### config.mk
export PLATFORM = sky130hd
export DESIGN_NAME = swd_watchdog
export DESIGN_NICKNAME = d
export VERILOG_FILES = /design/src/verilog/swd_pkg.sv /design/src/verilog/swd_watchdog.sv
export SDC_FILE = /design/constraint.sdc
export NUM_CORES = 1
export LEC_CHECK = 0
export BUFFER_PORTS_ARGS = -buffer_cell sky130_fd_sc_hd__clkbuf_2
export CAP_MARGIN = 20
export CORE_MARGIN = 8
export CORE_UTILIZATION = 30
export DETAILED_ROUTE_END_ITERATION = 7
export SLEW_MARGIN = 20
export SYNTH_ARGS = -nofsm -noshare
export SYNTH_HDL_FRONTEND = slang
export SYNTH_SLANG_ARGS = --single-unit
### constraint.sdc
create_clock -name clk -period 5 [get_ports clk]
set_input_delay 1 -clock clk [delete_from_list [all_inputs] [get_ports clk]]
set_output_delay 1 -clock clk [all_outputs]
set_load 0.03 [all_outputs]
### src/verilog/swd_pkg.sv
package swd_pkg;

    ////////////////////////////////////////////////////////////////////////
    // Register byte offsets on the plain register port.
    localparam logic [7:0] REG_WDT_FIRST = 8'h00;
    localparam logic [7:0] REG_WDT_INT = 8'h04;
    localparam logic [7:0] REG_PG_DLY = 8'h08;
    localparam logic [7:0] REG_CTRL = 8'h0C;
    localparam logic [7:0] REG_STATUS = 8'h10;
    localparam logic [7:0] REG_MASK = 8'h14;
    localparam logic [7:0] REG_STATE = 8'h18;

    // Reset values; zero interval values leave the watchdog disabled.
    localparam logic [15:0] RST_WDT_FIRST = 16'h0000;
    localparam logic [15:0] RST_WDT_INT = 16'h0000;
    localparam logic [15:0] RST_PG_DLY = 16'h0000;
    localparam logic RST_CTRL = 1'b0;

    // Field positions of the linear-11 word and of the event bits.
    localparam int L11_EXP_LSB = 11;
    localparam int L11_SIGN = 10;
    localparam int EV_EXPIRED = 0;
    localparam int EV_PG_UP = 1;
    localparam int EV_PG_DROP = 2;
    localparam int NUM_EV = 3;

    // Timing: clock period and the counting units of each timer.
    localparam int CLK_PERIOD_NS = 100;
    localparam int SUB_UNIT_NS = 10000;
    localparam int FIRST_UNIT_NS = 1000000;
    localparam int PG_UNIT_NS = 200000;
    localparam int SUB_UNIT_CYC = SUB_UNIT_NS / CLK_PERIOD_NS;
    localparam int FIRST_PER_SUB = FIRST_UNIT_NS / SUB_UNIT_NS;
    localparam int PG_PER_SUB = PG_UNIT_NS / SUB_UNIT_NS;
    localparam int SHR_LOSS_CYC = 4 * SUB_UNIT_CYC;

    // Units per millisecond, used by the linear-11 conversion.
    localparam logic [6:0] K_SUB = 7'(1000000 / SUB_UNIT_NS);
    localparam logic [6:0] K_FIRST = 7'(1000000 / FIRST_UNIT_NS);
    localparam logic [6:0] K_PG = 7'(1000000 / PG_UNIT_NS);

    // Upper limits in milliseconds and in counting units.
    localparam int SUB_MAX_MS = 600;
    localparam int FIRST_MAX_MS = 65000;
    localparam int PG_MAX_MS = 13100;
    localparam logic [15:0] SUB_MAX_U = 16'(SUB_MAX_MS * 100);
    localparam logic [15:0] FIRST_MAX_U = 16'(FIRST_MAX_MS * 1);
    localparam logic [15:0] PG_MAX_U = 16'(PG_MAX_MS * 5);

    ////////////////////////////////////////////////////////////////////////
    // Watchdog and power-good state machines.
    typedef enum logic [2:0] {
        W_OFF = 3'b001,
        W_FIRST = 3'b010,
        W_RUN = 3'b100
    } swd_wst_t;

    typedef enum logic [2:0] {
        P_LOW = 3'b001,
        P_WAIT = 3'b010,
        P_ON = 3'b100
    } swd_pst_t;

endpackage

### src/verilog/swd_watchdog.sv
// Added by the designer: the strobed register port and the register offsets.
`timescale 1ns/1ns

////////////////////////////////////////////////////////////////////////////
// Contract
// - A non-zero write to the interval register restarts the count.
// - Each kick pin rising edge restarts the count; host kicks in time.
// - Expiry asserts alert low, optionally drops then reasserts good.
// - Zero in either interval register disables the watchdog.
// - With good tied to watchdog, first interval follows good rising.
// - Otherwise the first interval follows the watchdog enabling.
// - After the first interval, every interval uses the later value; with good tied to watchdog, an expiry returns to the first interval.
// - Interval and delay registers hold 16-bit linear-11 milliseconds.
// - Timers run internally; later interval aligns to shared clock.
// - Later interval rounds to 10 us, first interval to 1 ms.
// - Later interval limited to 0.6 s, first interval to 65 s.
// - Good held low for the delay after condition valid, then high.
// - Delay counts on shared clock if present, else internal clock.
// - Delay clamped to 13.1 s and rounded to 200 us.
// - Delay register reads back the value last written.
module swd_watchdog (
    // Clock and reset.
    input wire logic clk,
    input wire logic arst_n,
    // Register port.
    input wire logic [7:0] addr,
    input wire logic [15:0] wdata,
    input wire logic wr_en,
    input wire logic rd_en,
    output logic [15:0] rdata,
    // Pins and internal condition.
    input wire logic watchdog_kick_pin,
    input wire logic shared_timebase_clock,
    input wire logic pg_cond_ok,
    output logic alert_n,
    output logic power_good,
    output logic irq
);

    ////////////////////////////////////////////////////////////////////////
    // All state of the block.
    typedef struct packed {
        logic [15:0] raw_first;
        logic [15:0] raw_int;
        logic [15:0] raw_pg;
        logic [15:0] u_first;
        logic [15:0] u_int;
        logic [15:0] u_pg;
        logic ctrl_pg_drop;
        logic [2:0] status;
        logic [2:0] mask;
        logic [15:0] rdata;
        swd_pkg::swd_wst_t wst;
        swd_pkg::swd_pst_t pst;
        logic [15:0] wcnt;
        logic [15:0] pcnt;
        logic [6:0] pre;
        logic [6:0] ms;
        logic [4:0] pgdiv;
        logic [9:0] shr_age;
        logic shr_prev;
        logic kick_prev;
        logic pg;
        logic pg_prev;
        logic alert_n;
        logic irq;
    } swd_state_t;

    swd_state_t s_q;
    swd_state_t s_d;

    logic kick_rise;
    logic shr_edge;
    logic shr_run;
    logic int_tick;
    logic ms_tick;
    logic sub_tick;
    logic pg_base;
    logic pg_tick;
    logic wdt_en;
    logic restart;
    logic pg_rise;
    logic wdt_exp;
    logic [2:0] ev;
    ////////////////////////////////////////////////////////////////////////
    // Linear-11 milliseconds to counting units, rounded to nearest and
    // clamped. A negative or tiny value becomes one unit so that only a
    // true zero mantissa disables the timer.
    function automatic logic [15:0] l11_units(input logic [15:0] v,
                                              input logic [6:0] k,
                                              input logic [15:0] lim);
        logic [4:0] n;
        logic [4:0] sh;
        logic [39:0] p;
        logic [39:0] r;
        begin
            n = v[15:swd_pkg::L11_EXP_LSB];
            sh = 5'h00 - n;
            p = 40'(v[9:0]) * 40'(k);
            if (v[swd_pkg::L11_SIGN]) begin
                r = 40'h1;
            end else if (!n[4]) begin
                r = p << n[3:0];
            end else begin
                r = (p + (40'h1 << (sh - 5'h01))) >> sh;
            end
            if (r > 40'(lim)) begin
                r = 40'(lim);
            end
            if (r == 40'h0 && v[10:0] != 11'h000) begin
                r = 40'h1;
            end
            return r[15:0];
        end
    endfunction

    ////////////////////////////////////////////////////////////////////////
    // Pin edges and timebase ticks. Inputs are synchronous to clk.
    assign kick_rise = watchdog_kick_pin & ~s_q.kick_prev;
    assign shr_edge = shared_timebase_clock & ~s_q.shr_prev;
    assign shr_run = s_q.shr_age < 10'(swd_pkg::SHR_LOSS_CYC);
    assign int_tick = s_q.pre == 7'(swd_pkg::SUB_UNIT_CYC - 1);
    assign ms_tick = int_tick &&
                     s_q.ms == 7'(swd_pkg::FIRST_PER_SUB - 1);
    // Later intervals follow the shared clock while it runs.
    assign sub_tick = shr_run ? shr_edge : int_tick;
    assign pg_base = shr_run ? shr_edge : int_tick;
    assign pg_tick = pg_base &&
                     s_q.pgdiv == 5'(swd_pkg::PG_PER_SUB - 1);

    // Enable needs both mantissas non-zero.
    assign wdt_en = (s_q.raw_first[10:0] != 11'h000) &&
                    (s_q.raw_int[10:0] != 11'h000);
    assign restart = kick_rise || (wr_en && addr == swd_pkg::REG_WDT_INT &&
                     wdata != 16'h0000);
    assign pg_rise = s_q.pg & ~s_q.pg_prev;

    ////////////////////////////////////////////////////////////////////////
    // Next-state logic for the whole block.
    always_comb begin
        s_d = s_q;
        wdt_exp = 1'b0;
        ev = 3'b000;
        s_d.kick_prev = watchdog_kick_pin;
        s_d.shr_prev = shared_timebase_clock;
        s_d.pg_prev = s_q.pg;

        // Free internal prescalers; the shared clock watchdog is a
        // saturating age counter so a stopped clock falls back cleanly.
        s_d.pre = int_tick ? 7'h00 : s_q.pre + 7'h01;
        if (int_tick) begin
            s_d.ms = ms_tick ? 7'h00 : s_q.ms + 7'h01;
        end
        if (pg_base) begin
            s_d.pgdiv = pg_tick ? 5'h00 : s_q.pgdiv + 5'h01;
        end
        if (shr_edge) begin
            s_d.shr_age = 10'h000;
        end else if (shr_run) begin
            s_d.shr_age = s_q.shr_age + 10'h001;
        end

        // Register writes store raw values and convert them to units.
        if (wr_en) begin
            unique case (addr)
                swd_pkg::REG_WDT_FIRST: begin
                    s_d.raw_first = wdata;
                    s_d.u_first = l11_units(wdata, swd_pkg::K_FIRST,
                        swd_pkg::FIRST_MAX_U);
                end
                swd_pkg::REG_WDT_INT: begin
                    s_d.raw_int = wdata;
                    s_d.u_int = l11_units(wdata, swd_pkg::K_SUB,
                        swd_pkg::SUB_MAX_U);
                end
                swd_pkg::REG_PG_DLY: begin
                    s_d.raw_pg = wdata;
                    s_d.u_pg = l11_units(wdata, swd_pkg::K_PG,
                        swd_pkg::PG_MAX_U);
                end
                swd_pkg::REG_CTRL: s_d.ctrl_pg_drop = wdata[0];
                swd_pkg::REG_MASK: s_d.mask = wdata[2:0];
                swd_pkg::REG_STATUS: s_d.status = s_q.status & ~wdata[2:0];
                default: ;
            endcase
        end

        // Watchdog state machine. Starting a first interval rephases the
        // 1 ms divider, else the first unit could be up to 1 ms short.
        unique case (s_q.wst)
            swd_pkg::W_OFF: begin
                if (wdt_en && (s_q.ctrl_pg_drop ? pg_rise : 1'b1)) begin
                    s_d.wst = swd_pkg::W_FIRST;
                    s_d.wcnt = s_q.u_first;
                    s_d.pre = 7'h00;
                    s_d.ms = 7'h00;
                end
            end
            swd_pkg::W_FIRST: begin
                if (restart) begin
                    s_d.wst = swd_pkg::W_RUN;
                    s_d.wcnt = s_q.u_int;
                end else if (ms_tick) begin
                    if (s_q.wcnt <= 16'h0001) begin
                        wdt_exp = 1'b1;
                    end else begin
                        s_d.wcnt = s_q.wcnt - 16'h0001;
                    end
                end
            end
            swd_pkg::W_RUN: begin
                if (restart) begin
                    s_d.wcnt = s_q.u_int;
                end else if (sub_tick) begin
                    if (s_q.wcnt <= 16'h0001) begin
                        wdt_exp = 1'b1;
                    end else begin
                        s_d.wcnt = s_q.wcnt - 16'h0001;
                    end
                end
            end
        endcase

        // Expiry either waits for good to return or keeps running.
        if (wdt_exp) begin
            if (s_q.ctrl_pg_drop) begin
                s_d.wst = swd_pkg::W_OFF;
            end else begin
                s_d.wst = swd_pkg::W_RUN;
                s_d.wcnt = s_q.u_int;
            end
        end
        if (!wdt_en) begin
            s_d.wst = swd_pkg::W_OFF;
        end

        // Power-good state machine with its assertion delay.
        unique case (s_q.pst)
            swd_pkg::P_LOW: begin
                if (pg_cond_ok) begin
                    s_d.pst = (s_q.u_pg == 16'h0000) ? swd_pkg::P_ON :
                              swd_pkg::P_WAIT;
                    s_d.pcnt = s_q.u_pg;
                end
            end
            swd_pkg::P_WAIT: begin
                if (pg_tick) begin
                    if (s_q.pcnt <= 16'h0001) begin
                        s_d.pst = swd_pkg::P_ON;
                    end else begin
                        s_d.pcnt = s_q.pcnt - 16'h0001;
                    end
                end
            end
            swd_pkg::P_ON: ;
        endcase
        // Dropping on expiry reuses the delay before reasserting.
        if (wdt_exp && s_q.ctrl_pg_drop) begin
            s_d.pst = swd_pkg::P_WAIT;
            s_d.pcnt = s_q.u_pg;
        end
        if (!pg_cond_ok) begin
            s_d.pst = swd_pkg::P_LOW;
        end
        s_d.pg = s_d.pst == swd_pkg::P_ON;

        // Sticky events; a set in the clearing cycle wins.
        ev[swd_pkg::EV_EXPIRED] = wdt_exp;
        ev[swd_pkg::EV_PG_UP] = s_d.pg & ~s_q.pg;
        ev[swd_pkg::EV_PG_DROP] = wdt_exp & s_q.ctrl_pg_drop;
        s_d.status = s_d.status | ev;
        s_d.alert_n = ~s_d.status[swd_pkg::EV_EXPIRED];
        s_d.irq = |(s_d.status & s_d.mask);

        // Read data stand only in the cycle after the strobe.
        s_d.rdata = 16'h0000;
        if (rd_en) begin
            unique case (addr)
                swd_pkg::REG_WDT_FIRST: s_d.rdata = s_q.raw_first;
                swd_pkg::REG_WDT_INT: s_d.rdata = s_q.raw_int;
                swd_pkg::REG_PG_DLY: s_d.rdata = s_q.raw_pg;
                swd_pkg::REG_CTRL: s_d.rdata = {15'h0000, s_q.ctrl_pg_drop};
                swd_pkg::REG_STATUS: s_d.rdata = {13'h0000, s_q.status};
                swd_pkg::REG_MASK: s_d.rdata = {13'h0000, s_q.mask};
                swd_pkg::REG_STATE: begin
                    s_d.rdata = {12'h000, shr_run,
                                 s_q.wst != swd_pkg::W_OFF,
                                 ~s_q.alert_n, s_q.pg};
                end
                default: s_d.rdata = 16'h0000;
            endcase
        end
    end
    ////////////////////////////////////////////////////////////////////////
    // State register. Reset holds constants only.
    always_ff @(posedge clk or negedge arst_n) begin
        if (!arst_n) begin
            s_q <= '{
                raw_first: swd_pkg::RST_WDT_FIRST,
                raw_int: swd_pkg::RST_WDT_INT,
                raw_pg: swd_pkg::RST_PG_DLY,
                u_first: 16'h0000,
                u_int: 16'h0000,
                u_pg: 16'h0000,
                ctrl_pg_drop: swd_pkg::RST_CTRL,
                status: 3'h0,
                mask: 3'h0,
                rdata: 16'h0000,
                wst: swd_pkg::W_OFF,
                pst: swd_pkg::P_LOW,
                wcnt: 16'h0000,
                pcnt: 16'h0000,
                pre: 7'h00,
                ms: 7'h00,
                pgdiv: 5'h00,
                shr_age: 10'h3FF,
                shr_prev: 1'b0,
                kick_prev: 1'b0,
                pg: 1'b0,
                pg_prev: 1'b0,
                alert_n: 1'b1,
                irq: 1'b0
            };
        end else begin
            s_q <= s_d;
        end
    end

    // Outputs come straight from the state register.
    assign rdata = s_q.rdata;
    assign alert_n = s_q.alert_n;
    assign power_good = s_q.pg;
    assign irq = s_q.irq;

endmodule // swd_watchdog
==> metrics.cfg <==
[final_layout]
layout.filler_cells=6544
post_route_cells_drive_above_1_share=0.379
final-instance-count-excl-fill=4118
final_cell_area_mm2=0.0293
final_net_count=3385
antenna_cells_inserted=0
synthToLayoutAreaGrowth_pct=46.6

[timing]
min_period_ns=6.37
min_period_over_period=1.27
timing.max_slew.rel_slack=0.333
setup_viol=37
final_clock_skew_ns=0.0137
worst_pin_slew_ns=0.997
postLayoutSetupSlackWorst_ns=-1.37
grt_setup_unrepaired=true
hold_viol_final=0
max_clock_freq_ghz=0.157
slew_violations=0

[route]
routed_via_density=5.81
drt_wl_total_um=97100
routed_wire_length_per_instance_um=23.6
drtAntennaViolNets=0
route.vias.total=23900
remaining_drc_errors=0
first_iter_violations=2875
first_pass_iteration_count_of_the_detailed_router=7

[global_route]
grt_start_max_net_pins=122
grt-ovfl-total=0
grt.total_usage=0.249
first_global_vias=22500
grt_first_pass_wirelength_um=145000
grt_antenna_before_repair=0

[power_and_ir_drop]
vdd.ir_drop.worst_mv=0.260
netSwitchingFraction=0.435
total_switching_power_w=0.00364
p_comb_frac=0.598
share_of_power_burned_in_registers=0.234
power_density_mw_per_mm2=286
p_leak_nw=12.8
clock_network_power_share=0.168
cell_internal_power_w=0.00474

[placed_design]
dp_hpwl_um=76000
placement.cell_area_mm2=0.0261
port_buffer_cells=49
gpl.final_weighted_congestion=1.10
place_inst=4001

[setup_path]
arrival_ns=6.76
max_stage_delay_ns=0.51
worst_setup_path_start_kind=primary input
setup_crit_path_kind=in -> reg
worst_setup_path_end_kind=flip-flop
cpMostUsedCell=sky130_fd_sc_hd__ha_4
slowest_stage=sky130_fd_sc_hd__fa_1
timing.critical_path.required_ns=5.39
worstPathMaxFanout=6

[floorplanning]
start_util=0.303
core.rowCount=94
design.core.area_mm2=0.0659
die_height_um=274
die_w_um=274
io_pins=50
die_area_mm2=0.0751

[clock_tree]
cts_max_path_buffers=2
tritoncts=built
postCtsHoldBufs=0
cts_root_buf=sky130_fd_sc_hd__clkbuf_16
htree_levels=4
tritoncts_buffers=17
clk_latency_ns=0.45
worst_setup_hold_path_clk_slew_ns=0.08
clock_sink_count=192

[logic_synthesis]
synth_top_flop_cell=sky130_fd_sc_hd__dfrtp_1
netlist_area_mm2=0.0200
postSynthAreaPerCell_um2=7.69
synth_area_leader_cell=sky130_fd_sc_hd__dfrtp_1
post_synth_num_cell_types=111
postSynthNetCount=2742
synthTopCellsByArea=sky130_fd_sc_hd__dfrtp_1, sky130_fd_sc_hd__ha_1, sky130_fd_sc_hd__o21ai_0, sky130_fd_sc_hd__nand2_1, sky130_fd_sc_hd__nor2_1
yosys.cell_count.top_type=sky130_fd_sc_hd__nand2_1
synth_async_sr_flop_share=1.00
synth_sequential_area_ratio=0.241
ys_seq_elements=192
synth_top_area_share=0.224
synthesis.yosys.warnings=0
synth-edff-count=0
postSynthCellCount=2598
synth_commonest_cells=sky130_fd_sc_hd__nand2_1, sky130_fd_sc_hd__nor2_1, sky130_fd_sc_hd__o21ai_0

[job]
drv.max_cap_violation_count=0

[outcome]
status=finished, violations left
failed_checks=setup timing

[min_path]
hold_path_class=reg -> reg

## layout make-up
type | instances | area (um2) | area share
inverter | 80 | 322 | 0.0110
timing repair buffer | 814 | 6410 | 0.219
multi-input combinational | 2136 | 16000 | 0.547
sequential | 192 | 4820 | 0.165
clock inverter | 15 | 200 | 0.00684
tap | 864 | 1080 | 0.0369
clock buffer | 17 | 425 | 0.0145
## cells in the final DEF, fill, tap and decap left out, types with 33 or more instances in the layout
cell type / count
sky130_fd_sc_hd__ha_1: 59
sky130_fd_sc_hd__o21ai_0: 202
sky130_fd_sc_hd__mux2i_1: 55
sky130_fd_sc_hd__inv_1: 55
sky130_fd_sc_hd__clkbuf_2: 40
sky130_fd_sc_hd__nand2_1: 285
sky130_fd_sc_hd__dfrtp_1: 179
sky130_fd_sc_hd__mux2_2: 35
sky130_fd_sc_hd__a31oi_1: 43
sky130_fd_sc_hd__buf_4: 712
sky130_fd_sc_hd__o211ai_1: 34
sky130_fd_sc_hd__nor2_1: 252
sky130_fd_sc_hd__nand4_1: 33
sky130_fd_sc_hd__nand3_1: 58
sky130_fd_sc_hd__ha_4: 44
sky130_fd_sc_hd__buf_6: 39
sky130_fd_sc_hd__a21oi_1: 132
sky130_fd_sc_hd__nor3_1: 65
## worst max-delay path: cells and delay by family
family | cells | cell delay [ns]
AO/OA/AOI/OAI | 12 | 2.61
adder cells (fa/ha/maj) | 5 | 1.29
buffers and inverters | 8 | 0.97
AND/OR/NAND/NOR | 3 | 0.70
multiplexers | 1 | 0.17
## registers in the layout, summed over array words and instances (netlist names)
name and cells:
rdata 16, alert_n 1, s_q 173, irq 1, power_good 1
## per-stage QoR
step,total power (W),utilization,setup slack [ns],hold slack (ns),setup TNS [ns]
after floorplan,0.00423,-,-1.61,0.402,-56.55
after global placement,0.00629,0.396,-2.09,0.406,-76.25
after detailed placement,0.00628,0.396,-2.12,0.427,-77.02
after CTS,0.00813,0.434,-1.19,0.441,-33.94
after global routing,0.00883,0.444,-1.51,0.471,-37.82
final,0.00838,0.444,-1.37,0.451,-33.18
## power groups by stage
stage / clock network (W) / logic [W] / registers [W]
global placement: 0 / 0.00431 / 0.00198
finish: 0.00141 / 0.00501 / 0.00196
global route: 0.00150 / 0.00534 / 0.00199
CTS: 0.00144 / 0.00474 / 0.00195
floorplan: 0 / 0.00231 / 0.00192
detailed placement: 0 / 0.00430 / 0.00198
## repair_timing
item                                   4_1_cts  5_1_grt
endpoints found under the hold margin        0        0
resized for setup                          271       99
setup endpoints to repair                   46       46
pin swaps                                  123      106
setup buffers                               65       37
cloned                                       2        0
## logic make-up after synthesis
group / Yosys count / synth area share
xor+xnor: 62 / 0.0276
fa+ha+maj: 113 / 0.0738
buf+inv: 270 / 0.0569
compound gates: 892 / 0.306
simple gates: 957 / 0.230
mux: 112 / 0.0642
flops: 192 / 0.241
## path summary, 6_finish.rpt
path / from / to / slack [ns] / cells after the start
min in group asynchronous: arst_n / s_q[176] / 0.55 / 1
worst min register to register: s_q[92] / alert_n / 0.45 / 1
worst max register to register: s_q[12] / s_q[37] / 1.14 / 12
worst min-delay path: s_q[92] / alert_n / 0.45 / 1
max in group asynchronous: arst_n / s_q[46] / 3.36 / 2
worst max-delay path: wdata[2] / s_q[114] / -1.37 / 29
## routing by layer
metal  up-vias  wire (um)  part of all wire  track usage
li1      11100          -                 -            -
met1     11500      42400              0.44        0.345
met2      1140      41400              0.43        0.372
met3       221       7200             0.074       0.0336
met4         0       6130             0.063        0.137
met5         -          0                 0            0
No activity file was read; power rests on OpenSTA's default activity.
